<file path="src/rtl/ssp_pkg.sv">
// Package for the synchronous serial port: formats, widths, timing counts.
// Assumes a single 50 MHz system clock.
package ssp_pkg;

  // ---------------------------------------------------------------
  // Sizes
  // ---------------------------------------------------------------
  localparam int WORD_W = 16;
  localparam int FIFO_DEPTH = 8;
  localparam int PTR_W = 3;
  localparam int CNT_W = 4;
  localparam logic [3:0] SIZE_MIN = 4'h3;
  localparam logic [3:0] CTRL_BITS_M1 = 4'h7;

  // ---------------------------------------------------------------
  // Divider limits
  // ---------------------------------------------------------------
  localparam logic [7:0] PRESCALE_MIN = 8'h02;
  localparam logic [7:0] PRESCALE_MAX = 8'hFE;

  // ---------------------------------------------------------------
  // Timing
  // ---------------------------------------------------------------
  localparam int CLK_MHZ = 50;
  localparam int TIMEOUT_BIT_PERIODS = 32;
  localparam logic [5:0] TIMEOUT_LIMIT = 6'h20;

  // ---------------------------------------------------------------
  // Interrupt bit positions
  // ---------------------------------------------------------------
  localparam int IRQ_TX = 0;
  localparam int IRQ_RX = 1;
  localparam int IRQ_TO = 2;
  localparam int IRQ_OR = 3;
  localparam logic [3:0] IRQ_RESET = 4'h0;

  typedef enum logic [1:0] {
    FMT_SPI = 2'b00,
    FMT_PULSED = 2'b01,
    FMT_MESSAGE = 2'b10
  } frame_format_e;

  typedef struct packed {
    logic enable;
    frame_format_e format;
    logic clock_polarity_bit;
    logic clock_phase_bit;
    logic loopback;
    logic [3:0] size_m1;
    logic [7:0] prescale_divisor;
    logic [7:0] serial_clock_rate_field;
  } ssp_cfg_s;

  typedef struct packed {
    logic serial_bit_clock_pin;
    logic frame_select_pin;
    logic serial_out_pin;
    logic serial_out_oe;
  } ssp_pins_s;

endpackage

</file>
<file path="src/rtl/ssp_fifo.sv">
// Eight-entry, sixteen-bit FIFO with registered read data.
// Assumes push and pop come from the same clock domain.
`timescale 1ns/10ps
module ssp_fifo
  import ssp_pkg::*;
(
  input wire logic CLK,
  input wire logic RST_N,
  input wire logic PUSH,
  input wire logic [WORD_W-1:0] PUSH_DATA,
  input wire logic POP,
  output logic [WORD_W-1:0] POP_DATA,
  output logic EMPTY,
  output logic FULL,
  output logic [PTR_W:0] LEVEL
);

  logic [WORD_W-1:0] mem_reg [FIFO_DEPTH];
  logic [PTR_W-1:0] wr_reg, wr_next, rd_reg, rd_next;
  logic [PTR_W:0] cnt_reg, cnt_next;
  logic [WORD_W-1:0] out_reg, out_next;
  logic do_push, do_pop;

  assign do_push = PUSH && (cnt_reg != 4'h8);
  assign do_pop = POP && (cnt_reg != 4'h0);

  always_comb begin
    wr_next = wr_reg;
    rd_next = rd_reg;
    cnt_next = cnt_reg;
    out_next = mem_reg[rd_reg];
    if (do_push) begin
      wr_next = wr_reg + 3'h1;
    end
    if (do_pop) begin
      rd_next = rd_reg + 3'h1;
    end
    if (do_push && !do_pop) begin
      cnt_next = cnt_reg + 4'h1;
    end else if (do_pop && !do_push) begin
      cnt_next = cnt_reg - 4'h1;
    end
    if (do_pop) begin
      out_next = mem_reg[rd_reg];
    end else begin
      out_next = out_reg;
    end
  end

  always_ff @(posedge CLK) begin
    if (!RST_N) begin
      wr_reg <= 3'h0;
      rd_reg <= 3'h0;
      cnt_reg <= 4'h0;
      out_reg <= 16'h0000;
    end else begin
      wr_reg <= wr_next;
      rd_reg <= rd_next;
      cnt_reg <= cnt_next;
      out_reg <= out_next;
    end
  end

  always_ff @(posedge CLK) begin
    if (do_push) begin
      mem_reg[wr_reg] <= PUSH_DATA;
    end
  end

  assign POP_DATA = out_reg;
  assign EMPTY = (cnt_reg == 4'h0);
  assign FULL = (cnt_reg == 4'h8);
  assign LEVEL = cnt_reg;

endmodule

</file>
<file path="src/rtl/sync_serial_port.sv">
// Synchronous serial port master: transmit and receive FIFOs, bit clock
// divider, three frame formats and four interrupt sources.
// Assumes a 50 MHz clock, configuration held stable while a frame runs.
//
// Notes on behaviour
// - Prescale by even divisor, 2 to 254.
// - Then divide by one plus rate field.
// - Data write pushes into eight-deep transmit FIFO.
// - Data read pops eight-deep receive FIFO.
// - Four interrupt sources ORed into one request.
// - Mask bit one lets source through.
// - Raw and masked status both readable.
// - Frames 4 to 16 bits, MSB first.
// - Bit clock idle except during transfers.
// - Timeout when idle with unread receive data.
// - SPI and message: frame select low whole frame.
// - Pulsed format: one-period high frame pulse.
// - Pulsed format: drive rising, sample falling.
// - Pulsed idle: clock, select low, output tristate.
// - Pulsed: FIFO data starts pulse and load.
// - Pulsed: MSB on rising edge after pulse.
// - Pulsed: word stored at rising edge after LSB.
// - Message: 8-bit control first, nothing received.
// - Polarity bit sets idle clock level in SPI format only.
// - Phase zero samples first edge, one second.
// - Phase zero: select high between words.
// - Phase one, SPI format: select low through continuous words.
`timescale 1ns/10ps
module sync_serial_port
  import ssp_pkg::*;
(
  input wire logic CLK,
  input wire logic RST_N,
  input wire ssp_cfg_s CFG,
  input wire logic [3:0] IRQ_MASK,
  input wire logic [3:0] IRQ_CLEAR,
  input wire logic DATA_WRITE,
  input wire logic [WORD_W-1:0] DATA_IN,
  input wire logic DATA_READ,
  output logic [WORD_W-1:0] DATA_OUT,
  output logic TX_FULL,
  output logic RX_EMPTY,
  output logic BUSY,
  output logic [3:0] RAW_IRQ_STATUS,
  output logic [3:0] MASKED_IRQ_STATUS,
  output logic IRQ,
  input wire logic SERIAL_IN_PIN,
  output ssp_pins_s PINS
);

  typedef enum logic [2:0] {
    ST_IDLE = 3'b000,
    ST_PULSE = 3'b001,
    ST_SETUP = 3'b010,
    ST_LEAD = 3'b011,
    ST_TRAIL = 3'b100,
    ST_GAP = 3'b101,
    ST_HOLD = 3'b110
  } phase_e;

  // ---------------------------------------------------------------
  // Input synchroniser and loopback
  // ---------------------------------------------------------------
  logic [2:0] rx_sync_reg;
  logic rx_stable_reg, rx_stable_next;
  logic rx_bit;
  always_comb begin
    rx_stable_next = rx_stable_reg;
    if (rx_sync_reg[1] == rx_sync_reg[2]) begin
      rx_stable_next = rx_sync_reg[2];
    end
  end

  // ---------------------------------------------------------------
  // Half bit enable from both dividers
  // ---------------------------------------------------------------
  logic [7:0] pre_reg, pre_next, rate_reg, rate_next;
  logic half_tick, pre_tick;
  logic [7:0] pre_half;
  always_comb begin
    pre_half = {1'b0, CFG.prescale_divisor[7:1]};
    if (CFG.prescale_divisor < PRESCALE_MIN) begin
      pre_half = 8'h01;
    end
    pre_next = pre_reg + 8'h01;
    pre_tick = 1'b0;
    rate_next = rate_reg;
    half_tick = 1'b0;
    if (pre_reg + 8'h01 >= pre_half) begin
      pre_next = 8'h00;
      pre_tick = 1'b1;
      rate_next = rate_reg + 8'h01;
      if (rate_reg == CFG.serial_clock_rate_field) begin
        rate_next = 8'h00;
        half_tick = 1'b1;
      end
    end
  end

  // ---------------------------------------------------------------
  // FIFOs
  // ---------------------------------------------------------------
  logic tx_pop, tx_empty, rx_push, rx_full;
  logic [WORD_W-1:0] tx_word, rx_word;
  logic [PTR_W:0] rx_level, tx_level;
  logic tx_pending_reg, tx_pending_next;

  ssp_fifo u_tx_fifo (
    .CLK(CLK), .RST_N(RST_N),
    .PUSH(DATA_WRITE), .PUSH_DATA(DATA_IN),
    .POP(tx_pop), .POP_DATA(tx_word),
    .EMPTY(tx_empty), .FULL(TX_FULL), .LEVEL(tx_level)
  );

  ssp_fifo u_rx_fifo (
    .CLK(CLK), .RST_N(RST_N),
    .PUSH(rx_push), .PUSH_DATA(rx_word),
    .POP(DATA_READ), .POP_DATA(DATA_OUT),
    .EMPTY(RX_EMPTY), .FULL(rx_full), .LEVEL(rx_level)
  );

  // ---------------------------------------------------------------
  // Frame sequencer
  // ---------------------------------------------------------------
  phase_e st_reg, st_next;
  logic [WORD_W-1:0] tx_sh_reg, tx_sh_next, rx_sh_reg, rx_sh_next;
  logic [CNT_W-1:0] bit_reg, bit_next;
  logic ctrl_reg, ctrl_next;
  logic sck_reg, sck_next, fs_reg, fs_next, so_reg, so_next;
  logic oe_reg, oe_next, store_reg, store_next;
  logic [5:0] idle_reg, idle_next;
  logic [3:0] raw_reg, raw_next;
  logic idle_sck, want_store;
  logic [WORD_W-1:0] tx_cur;
  logic [3:0] nbits_m1;

  assign rx_bit = CFG.loopback ? so_reg : rx_stable_reg;
  assign idle_sck = (CFG.format == FMT_SPI) ? CFG.clock_polarity_bit
                                            : 1'b0;
  assign nbits_m1 = (CFG.size_m1 < SIZE_MIN) ? SIZE_MIN : CFG.size_m1;
  assign tx_pop = tx_pending_next && !tx_pending_reg;
  assign rx_word = rx_sh_reg;
  // Popped word appears one cycle after the pop
  assign tx_cur = tx_pending_reg ? tx_word : tx_sh_reg;

  always_comb begin
    st_next = st_reg;
    tx_sh_next = tx_sh_reg;
    rx_sh_next = rx_sh_reg;
    bit_next = bit_reg;
    ctrl_next = ctrl_reg;
    sck_next = sck_reg;
    fs_next = fs_reg;
    so_next = so_reg;
    oe_next = oe_reg;
    store_next = 1'b0;
    tx_pending_next = tx_pending_reg;
    want_store = 1'b0;
    if (!CFG.enable) begin
      st_next = ST_IDLE;
      sck_next = idle_sck;
      fs_next = (CFG.format != FMT_PULSED);
      oe_next = 1'b0;
      tx_pending_next = 1'b0;
    end else if (half_tick) begin
      unique case (st_reg)
        ST_IDLE: begin
          sck_next = idle_sck;
          if (CFG.format == FMT_PULSED) begin
            fs_next = 1'b0;
            oe_next = 1'b0;
            so_next = 1'b0;
          end else begin
            fs_next = 1'b1;
          end
          if (!tx_empty) begin
            tx_pending_next = 1'b1;
            tx_sh_next = tx_word;
            bit_next = (CFG.format == FMT_MESSAGE) ? CTRL_BITS_M1
                                                   : nbits_m1;
            ctrl_next = (CFG.format == FMT_MESSAGE);
            if (CFG.format == FMT_PULSED) begin
              st_next = ST_PULSE;
              sck_next = 1'b1;
              fs_next = 1'b1;
            end else begin
              st_next = ST_SETUP;
              fs_next = 1'b0;
              oe_next = 1'b1;
            end
          end
        end
        ST_PULSE: begin
          tx_pending_next = 1'b0;
          sck_next = ~sck_reg;
          if (!sck_reg) begin
            fs_next = 1'b0;
            oe_next = 1'b1;
            so_next = tx_cur[bit_reg];
            st_next = ST_TRAIL;
          end
        end
        ST_SETUP: begin
          tx_pending_next = 1'b0;
          so_next = ctrl_reg ? tx_cur[bit_reg + 4'h8]
                             : tx_cur[bit_reg];
          sck_next = CFG.clock_phase_bit ? ~idle_sck : idle_sck;
          st_next = ST_LEAD;
        end
        ST_LEAD: begin
          sck_next = ~sck_reg;
          st_next = ST_TRAIL;
          if (!ctrl_reg) begin
            rx_sh_next = {rx_sh_reg[WORD_W-2:0], rx_bit};
          end
        end
        ST_TRAIL: begin
          sck_next = ~sck_reg;
          if (CFG.format == FMT_PULSED && sck_reg) begin
            rx_sh_next = {rx_sh_reg[WORD_W-2:0], rx_bit};
          end else if (bit_reg != 4'h0) begin
            bit_next = bit_reg - 4'h1;
            so_next = ctrl_reg ? tx_sh_reg[bit_reg + 4'h7]
                               : tx_sh_reg[bit_reg - 4'h1];
            st_next = (CFG.format == FMT_PULSED) ? ST_TRAIL : ST_LEAD;
          end else if (ctrl_reg) begin
            ctrl_next = 1'b0;
            bit_next = nbits_m1;
            oe_next = 1'b0;
            st_next = ST_GAP;
          end else begin
            if (CFG.format == FMT_SPI && CFG.clock_phase_bit) begin
              sck_next = sck_reg;
            end
            st_next = ST_HOLD;
            want_store = (CFG.format == FMT_PULSED);
          end
        end
        ST_GAP: begin
          sck_next = ~sck_reg;
          st_next = sck_reg ? ST_LEAD : ST_GAP;
        end
        ST_HOLD: begin
          sck_next = idle_sck;
          want_store = (CFG.format != FMT_PULSED);
          if (CFG.format == FMT_PULSED) begin
            oe_next = tx_empty ? 1'b0 : oe_reg;
          end else if (!tx_empty && CFG.format == FMT_SPI
                       && CFG.clock_phase_bit) begin
            fs_next = 1'b0;
          end else begin
            fs_next = 1'b1;
            oe_next = 1'b0;
          end
          st_next = ST_IDLE;
          if (!tx_empty && !fs_next && CFG.format == FMT_SPI) begin
            tx_pending_next = 1'b1;
            tx_sh_next = tx_word;
            bit_next = nbits_m1;
            st_next = ST_SETUP;
          end
        end
        default: st_next = ST_IDLE;
      endcase
    end else if (st_reg == ST_PULSE || st_reg == ST_SETUP) begin
      tx_pending_next = 1'b0;
    end else if (st_reg == ST_IDLE) begin
      sck_next = idle_sck;
      fs_next = (CFG.format != FMT_PULSED);
      if (CFG.format == FMT_PULSED) begin
        oe_next = 1'b0;
      end
    end
    if (tx_pending_reg) begin
      tx_sh_next = tx_word;
    end
    store_next = want_store;
  end

  // ---------------------------------------------------------------
  // Receive store, timeout and interrupt status
  // ---------------------------------------------------------------
  assign rx_push = store_reg && !rx_full;

  always_comb begin
    idle_next = idle_reg;
    if (st_reg != ST_IDLE || RX_EMPTY || DATA_READ) begin
      idle_next = 6'h00;
    end else if (half_tick && idle_reg != TIMEOUT_LIMIT) begin
      idle_next = idle_reg + 6'h01;
    end
    raw_next = raw_reg & ~IRQ_CLEAR;
    raw_next[IRQ_TX] = (tx_level <= 4'h4);
    raw_next[IRQ_RX] = (rx_level >= 4'h4);
    if (idle_reg == TIMEOUT_LIMIT) begin
      raw_next[IRQ_TO] = 1'b1;
    end
    if (store_reg && rx_full) begin
      raw_next[IRQ_OR] = 1'b1;
    end
  end

  always_ff @(posedge CLK) begin
    rx_sync_reg <= {rx_sync_reg[1:0], SERIAL_IN_PIN};
    if (!RST_N) begin
      rx_stable_reg <= 1'b0;
      pre_reg <= 8'h00;
      rate_reg <= 8'h00;
      st_reg <= ST_IDLE;
      tx_sh_reg <= 16'h0000;
      rx_sh_reg <= 16'h0000;
      bit_reg <= 4'h0;
      ctrl_reg <= 1'b0;
      sck_reg <= 1'b0;
      fs_reg <= 1'b1;
      so_reg <= 1'b0;
      oe_reg <= 1'b0;
      store_reg <= 1'b0;
      tx_pending_reg <= 1'b0;
      idle_reg <= 6'h00;
      raw_reg <= IRQ_RESET;
    end else begin
      rx_stable_reg <= rx_stable_next;
      pre_reg <= pre_next;
      rate_reg <= rate_next;
      st_reg <= st_next;
      tx_sh_reg <= tx_sh_next;
      rx_sh_reg <= rx_sh_next;
      bit_reg <= bit_next;
      ctrl_reg <= ctrl_next;
      sck_reg <= sck_next;
      fs_reg <= fs_next;
      so_reg <= so_next;
      oe_reg <= oe_next;
      store_reg <= store_next;
      tx_pending_reg <= tx_pending_next;
      idle_reg <= idle_next;
      raw_reg <= raw_next;
    end
  end

  assign RAW_IRQ_STATUS = raw_reg;
  assign MASKED_IRQ_STATUS = raw_reg & IRQ_MASK;
  assign IRQ = |(raw_reg & IRQ_MASK);
  assign BUSY = (st_reg != ST_IDLE) || !tx_empty;
  assign PINS.serial_bit_clock_pin = sck_reg;
  assign PINS.frame_select_pin = fs_reg;
  assign PINS.serial_out_pin = so_reg;
  assign PINS.serial_out_oe = oe_reg;

endmodule

</file>
<file path="config.mk">
export PLATFORM = sky130hd
export DESIGN_NAME = sync_serial_port
export DESIGN_NICKNAME = d
export VERILOG_FILES = /design/src/rtl/ssp_pkg.sv /design/src/rtl/ssp_fifo.sv /design/src/rtl/sync_serial_port.sv
export SDC_FILE = /design/constraint.sdc
export NUM_CORES = 1
export LEC_CHECK = 0
export BUFFER_PORTS_ARGS = -buffer_cell sky130_fd_sc_hd__buf_2
export CAP_MARGIN = 20
export CORE_UTILIZATION = 24
export DETAILED_ROUTE_END_ITERATION = 10
export PLACE_DENSITY_LB_ADDON = 0.08
export SETUP_SLACK_MARGIN = 0.3
export SLEW_MARGIN = 30
export SYNTH_ARGS = -nofsm -noshare
export SYNTH_HDL_FRONTEND = slang
export SYNTH_SLANG_ARGS = --single-unit
</file>
<file path="constraint.sdc">
create_clock -name CLK -period 4.44 [get_ports CLK]
set_input_delay 1.11 -clock CLK [delete_from_list [all_inputs] [get_ports CLK]]
set_output_delay 1.11 -clock CLK [all_outputs]
set_load 0.02 [all_outputs]
</file>
==> flow_metrics.env <==
export IMPL_synth_cell_types=66
export IMPL_power_density_mw_per_mm2=468
export IMPL_fmax_mhz=267
export IMPL_clock_latency_ps=610
export IMPL_netlist_area_mm2=0.0161
export IMPL_antenna_found_initial=3
export IMPL_hpwl_mm=23.5
export IMPL_maxCapViolCount=0
export IMPL_grt_pass1_wl_mm=61.0
export IMPL_layout_area_seq_mm2=0.0103
export IMPL_hp_class="register to register"
export IMPL_wl_per_cell_um=18.7
export IMPL_drv_slew=0
export IMPL_cp_start_kind="register"
export IMPL_outcome="finished with violations"
export IMPL_worst_path_max_fanout=6
export IMPL_max_slew_margin_pct=42.0
export IMPL_grtUsageTotal_pct=11.8
export IMPL_postSynthCellCount=1120
export IMPL_final_cell_mix="256 x edfxtp_1, 125 x dfxtp_1, 102 x nor2_1"
export IMPL_synth_edf_count=256
export IMPL_peakVddDrop_v=0.000271
export IMPL_grt_max_degree=83
export IMPL_worstSetupPathType="register to register"
export IMPL_cts_max_level=2
export IMPL_end_kind="register"
export IMPL_clk_pin_slew_ps=60
export IMPL_hold_buffers=0
export IMPL_dp_slack_ps=209
export IMPL_clock_sinks=384
export IMPL_tightest_slew_ps=865
export IMPL_grt_pass1_vias=9573
export IMPL_cts_buffers=48
export IMPL_root_buffer="clkbuf_16"
export IMPL_setup_viol=0
export IMPL_dr_pass1_iters=8
export IMPL_totalWireLength_mm=39.8
export IMPL_failed_checks="DRC"
export IMPL_synth_flop_cell="edfxtp_1"
export IMPL_cts_tree="built"
export IMPL_multiInputGateArea_mm2=0.00556
export IMPL_mostFrequentLayoutCell="edfxtp_1"
export IMPL_syn_area_per_cell_um2=14.4
export IMPL_total_power_w=0.00901
export IMPL_rows=94
export IMPL_clock_path_buffers=3
export IMPL_synth_nets=1199
export IMPL_layout_cells_non_filler=2121
export IMPL_synth_seq_area_share_pct=63.6
export IMPL_fin_crit_sh_pct=84.5
export IMPL_grt_overflow=0
export IMPL_syn_to_final_growth_pct=19.4
export IMPL_dp_cells=2032
export IMPL_async_flop_share_pct=0
export IMPL_setup_ws_ps=689
export IMPL_drive_above_1_share_pct=25.2
export IMPL_power_leakage_nw=6.67
export IMPL_dr_first_iter_drc_count=503
export IMPL_start_util_pct=24.4
export IMPL_fp_dieH_um=261
export IMPL_drc=16
export IMPL_die_w_um=261
export IMPL_synth_seq_cells=384
export IMPL_io_pin_count=87
export IMPL_fin_crit_ps=3750
export IMPL_final_net_count=1297
export IMPL_crit_required_ps=4970
export IMPL_gp_congestion=0.740
export IMPL_ant_nets=0
export IMPL_ys_warn_count=0
export IMPL_vias=9275
export IMPL_core_mm2=0.0661
export IMPL_viasPerCell=4.37
export IMPL_fillers=6673
export IMPL_hold_viol_final=0
export IMPL_placed_area_mm2=0.0176
export IMPL_die_area_mm2=0.0682
export IMPL_final_area_mm2=0.0192
export IMPL_numPortBuffers=83
export IMPL_setup_tns_final_ps=0
export IMPL_rsz0062_at_grt="no"
export IMPL_arrival_ps=4280
export IMPL_fin_skew_ps=32.0
cell type report:
| type | instances | share of cell area, % |
|---|---|---|
| clock buffers | 67 | 7.08 |
| diodes | 2 | 0.0260 |
| well taps | 864 | 5.62 |
| clock inverters | 20 | 1.20 |
| repair buffers | 117 | 3.55 |
| flip-flops and latches | 384 | 53.3 |
| inverters | 17 | 0.345 |
| multi-input cells | 650 | 28.9 |
stage by stage:
step	util (%)	hold slack [ps]
finish	29.1	342
CTS	29.1	342
global route	29.1	363
detailed placement	26.7	312
global placement	26.7	334
floorplan	-	310
kinds of logic (layout without fill, tap and decap cells):
logic type | count (synthesis) | in the layout | synth area share [%]
mux | 158 | 158 | 15.8
other cells | 1 | 3 | 0.0233
fa+ha+maj | 24 | 24 | 1.96
simple gates | 301 | 301 | 9.07
flops | 384 | 384 | 63.6
xor+xnor | 39 | 39 | 2.12
compound gates | 127 | 127 | 5.09
buf+inv | 86 | 221 | 2.30
timing repair:
item / 4_1_cts / 5_1_grt
setup buffers: 0 / 0
setup endpoints to repair: 0 / 1
resized for setup: 0 / 1
synthesized netlist by cell type (3+ instances only):
master	count	share of area (%)
nor3b_1	8	0.37
or3_1	4	0.16
dfxtp_1	128	16
nand4_1	9	0.35
a211oi_1	20	0.93
a21oi_1	47	1.5
mux4_2	76	11
nand2b_1	14	0.54
a31oi_1	3	0.12
buf_4	7	0.33
mux2_2	17	1.2
and3_1	13	0.50
nor2_1	110	2.6
or3b_2	4	0.22
nor4b_1	5	0.27
xor2_1	15	0.82
o21a_1	3	0.14
mux2i_1	65	4.0
inv_1	16	0.37
buf_1	7	0.16
buf_2	11	0.34
and2_1	6	0.23
xnor2_1	24	1.3
clkbuf_1	43	1.0
nor2b_1	10	0.39
or3b_1	3	0.16
o221ai_1	3	0.16
o211ai_1	4	0.19
or4_1	4	0.19
edfxtp_1	256	48
ha_1	22	1.7
a21o_1	5	0.23
o21ai_0	19	0.59
nand2_1	74	1.7
nand3_1	12	0.37
nor3_1	15	0.47
worst max-delay path, cell delays in order, from the launching register on:
cell      delay (ps)
dfxtp_2          380
ha_1             200
nand3_1          120
nor2_1           150
xor2_1           220
ha_1             270
and2_0           160
a221oi_1         250
and3_1           240
a21boi_2          80
nand4b_1         150
ha_1             200
inv_1             90
ha_1             280
a21o_1           170
a21oi_1          170
xnor2_1           90
or3_1            310
a21oi_1          140
power by group:
| part | internal, W | leakage [nW] | switching (W) | total (W) |
|---|---|---|---|---|
| sequential | 0.00393 | 3.54 | 0.000153 | 0.00408 |
| combinational | 0.000460 | 2.35 | 0.000566 | 0.00103 |
| clock | 0.00233 | 0.779 | 0.00158 | 0.00391 |
path summary, 6_finish.rpt:
check	from	to	slack (ps)	cells past startpoint
worst max-delay path	pre_reg[0]	u_tx_fifo.LEVEL[3]	690	18
worst min-delay path	rx_sync_reg[0]	rx_sync_reg[1]	340	0
worst max register to register	pre_reg[0]	u_tx_fifo.LEVEL[3]	690	18
worst min register to register	rx_sync_reg[0]	rx_sync_reg[1]	340	0
metal layers:
| layer | part of all wire [%] | vias up | track usage [%] |
|---|---|---|---|
| met2 | 45 | 131 | 18.4 |
| li1 | - | 4444 | - |
| met1 | 48 | 4630 | 16.5 |
| met4 | 2.0 | 6 | 3.18 |
| met3 | 4.6 | 64 | 2.67 |
| met5 | 0.088 | - | 0 |
Power figures use the tool's default switching activity.
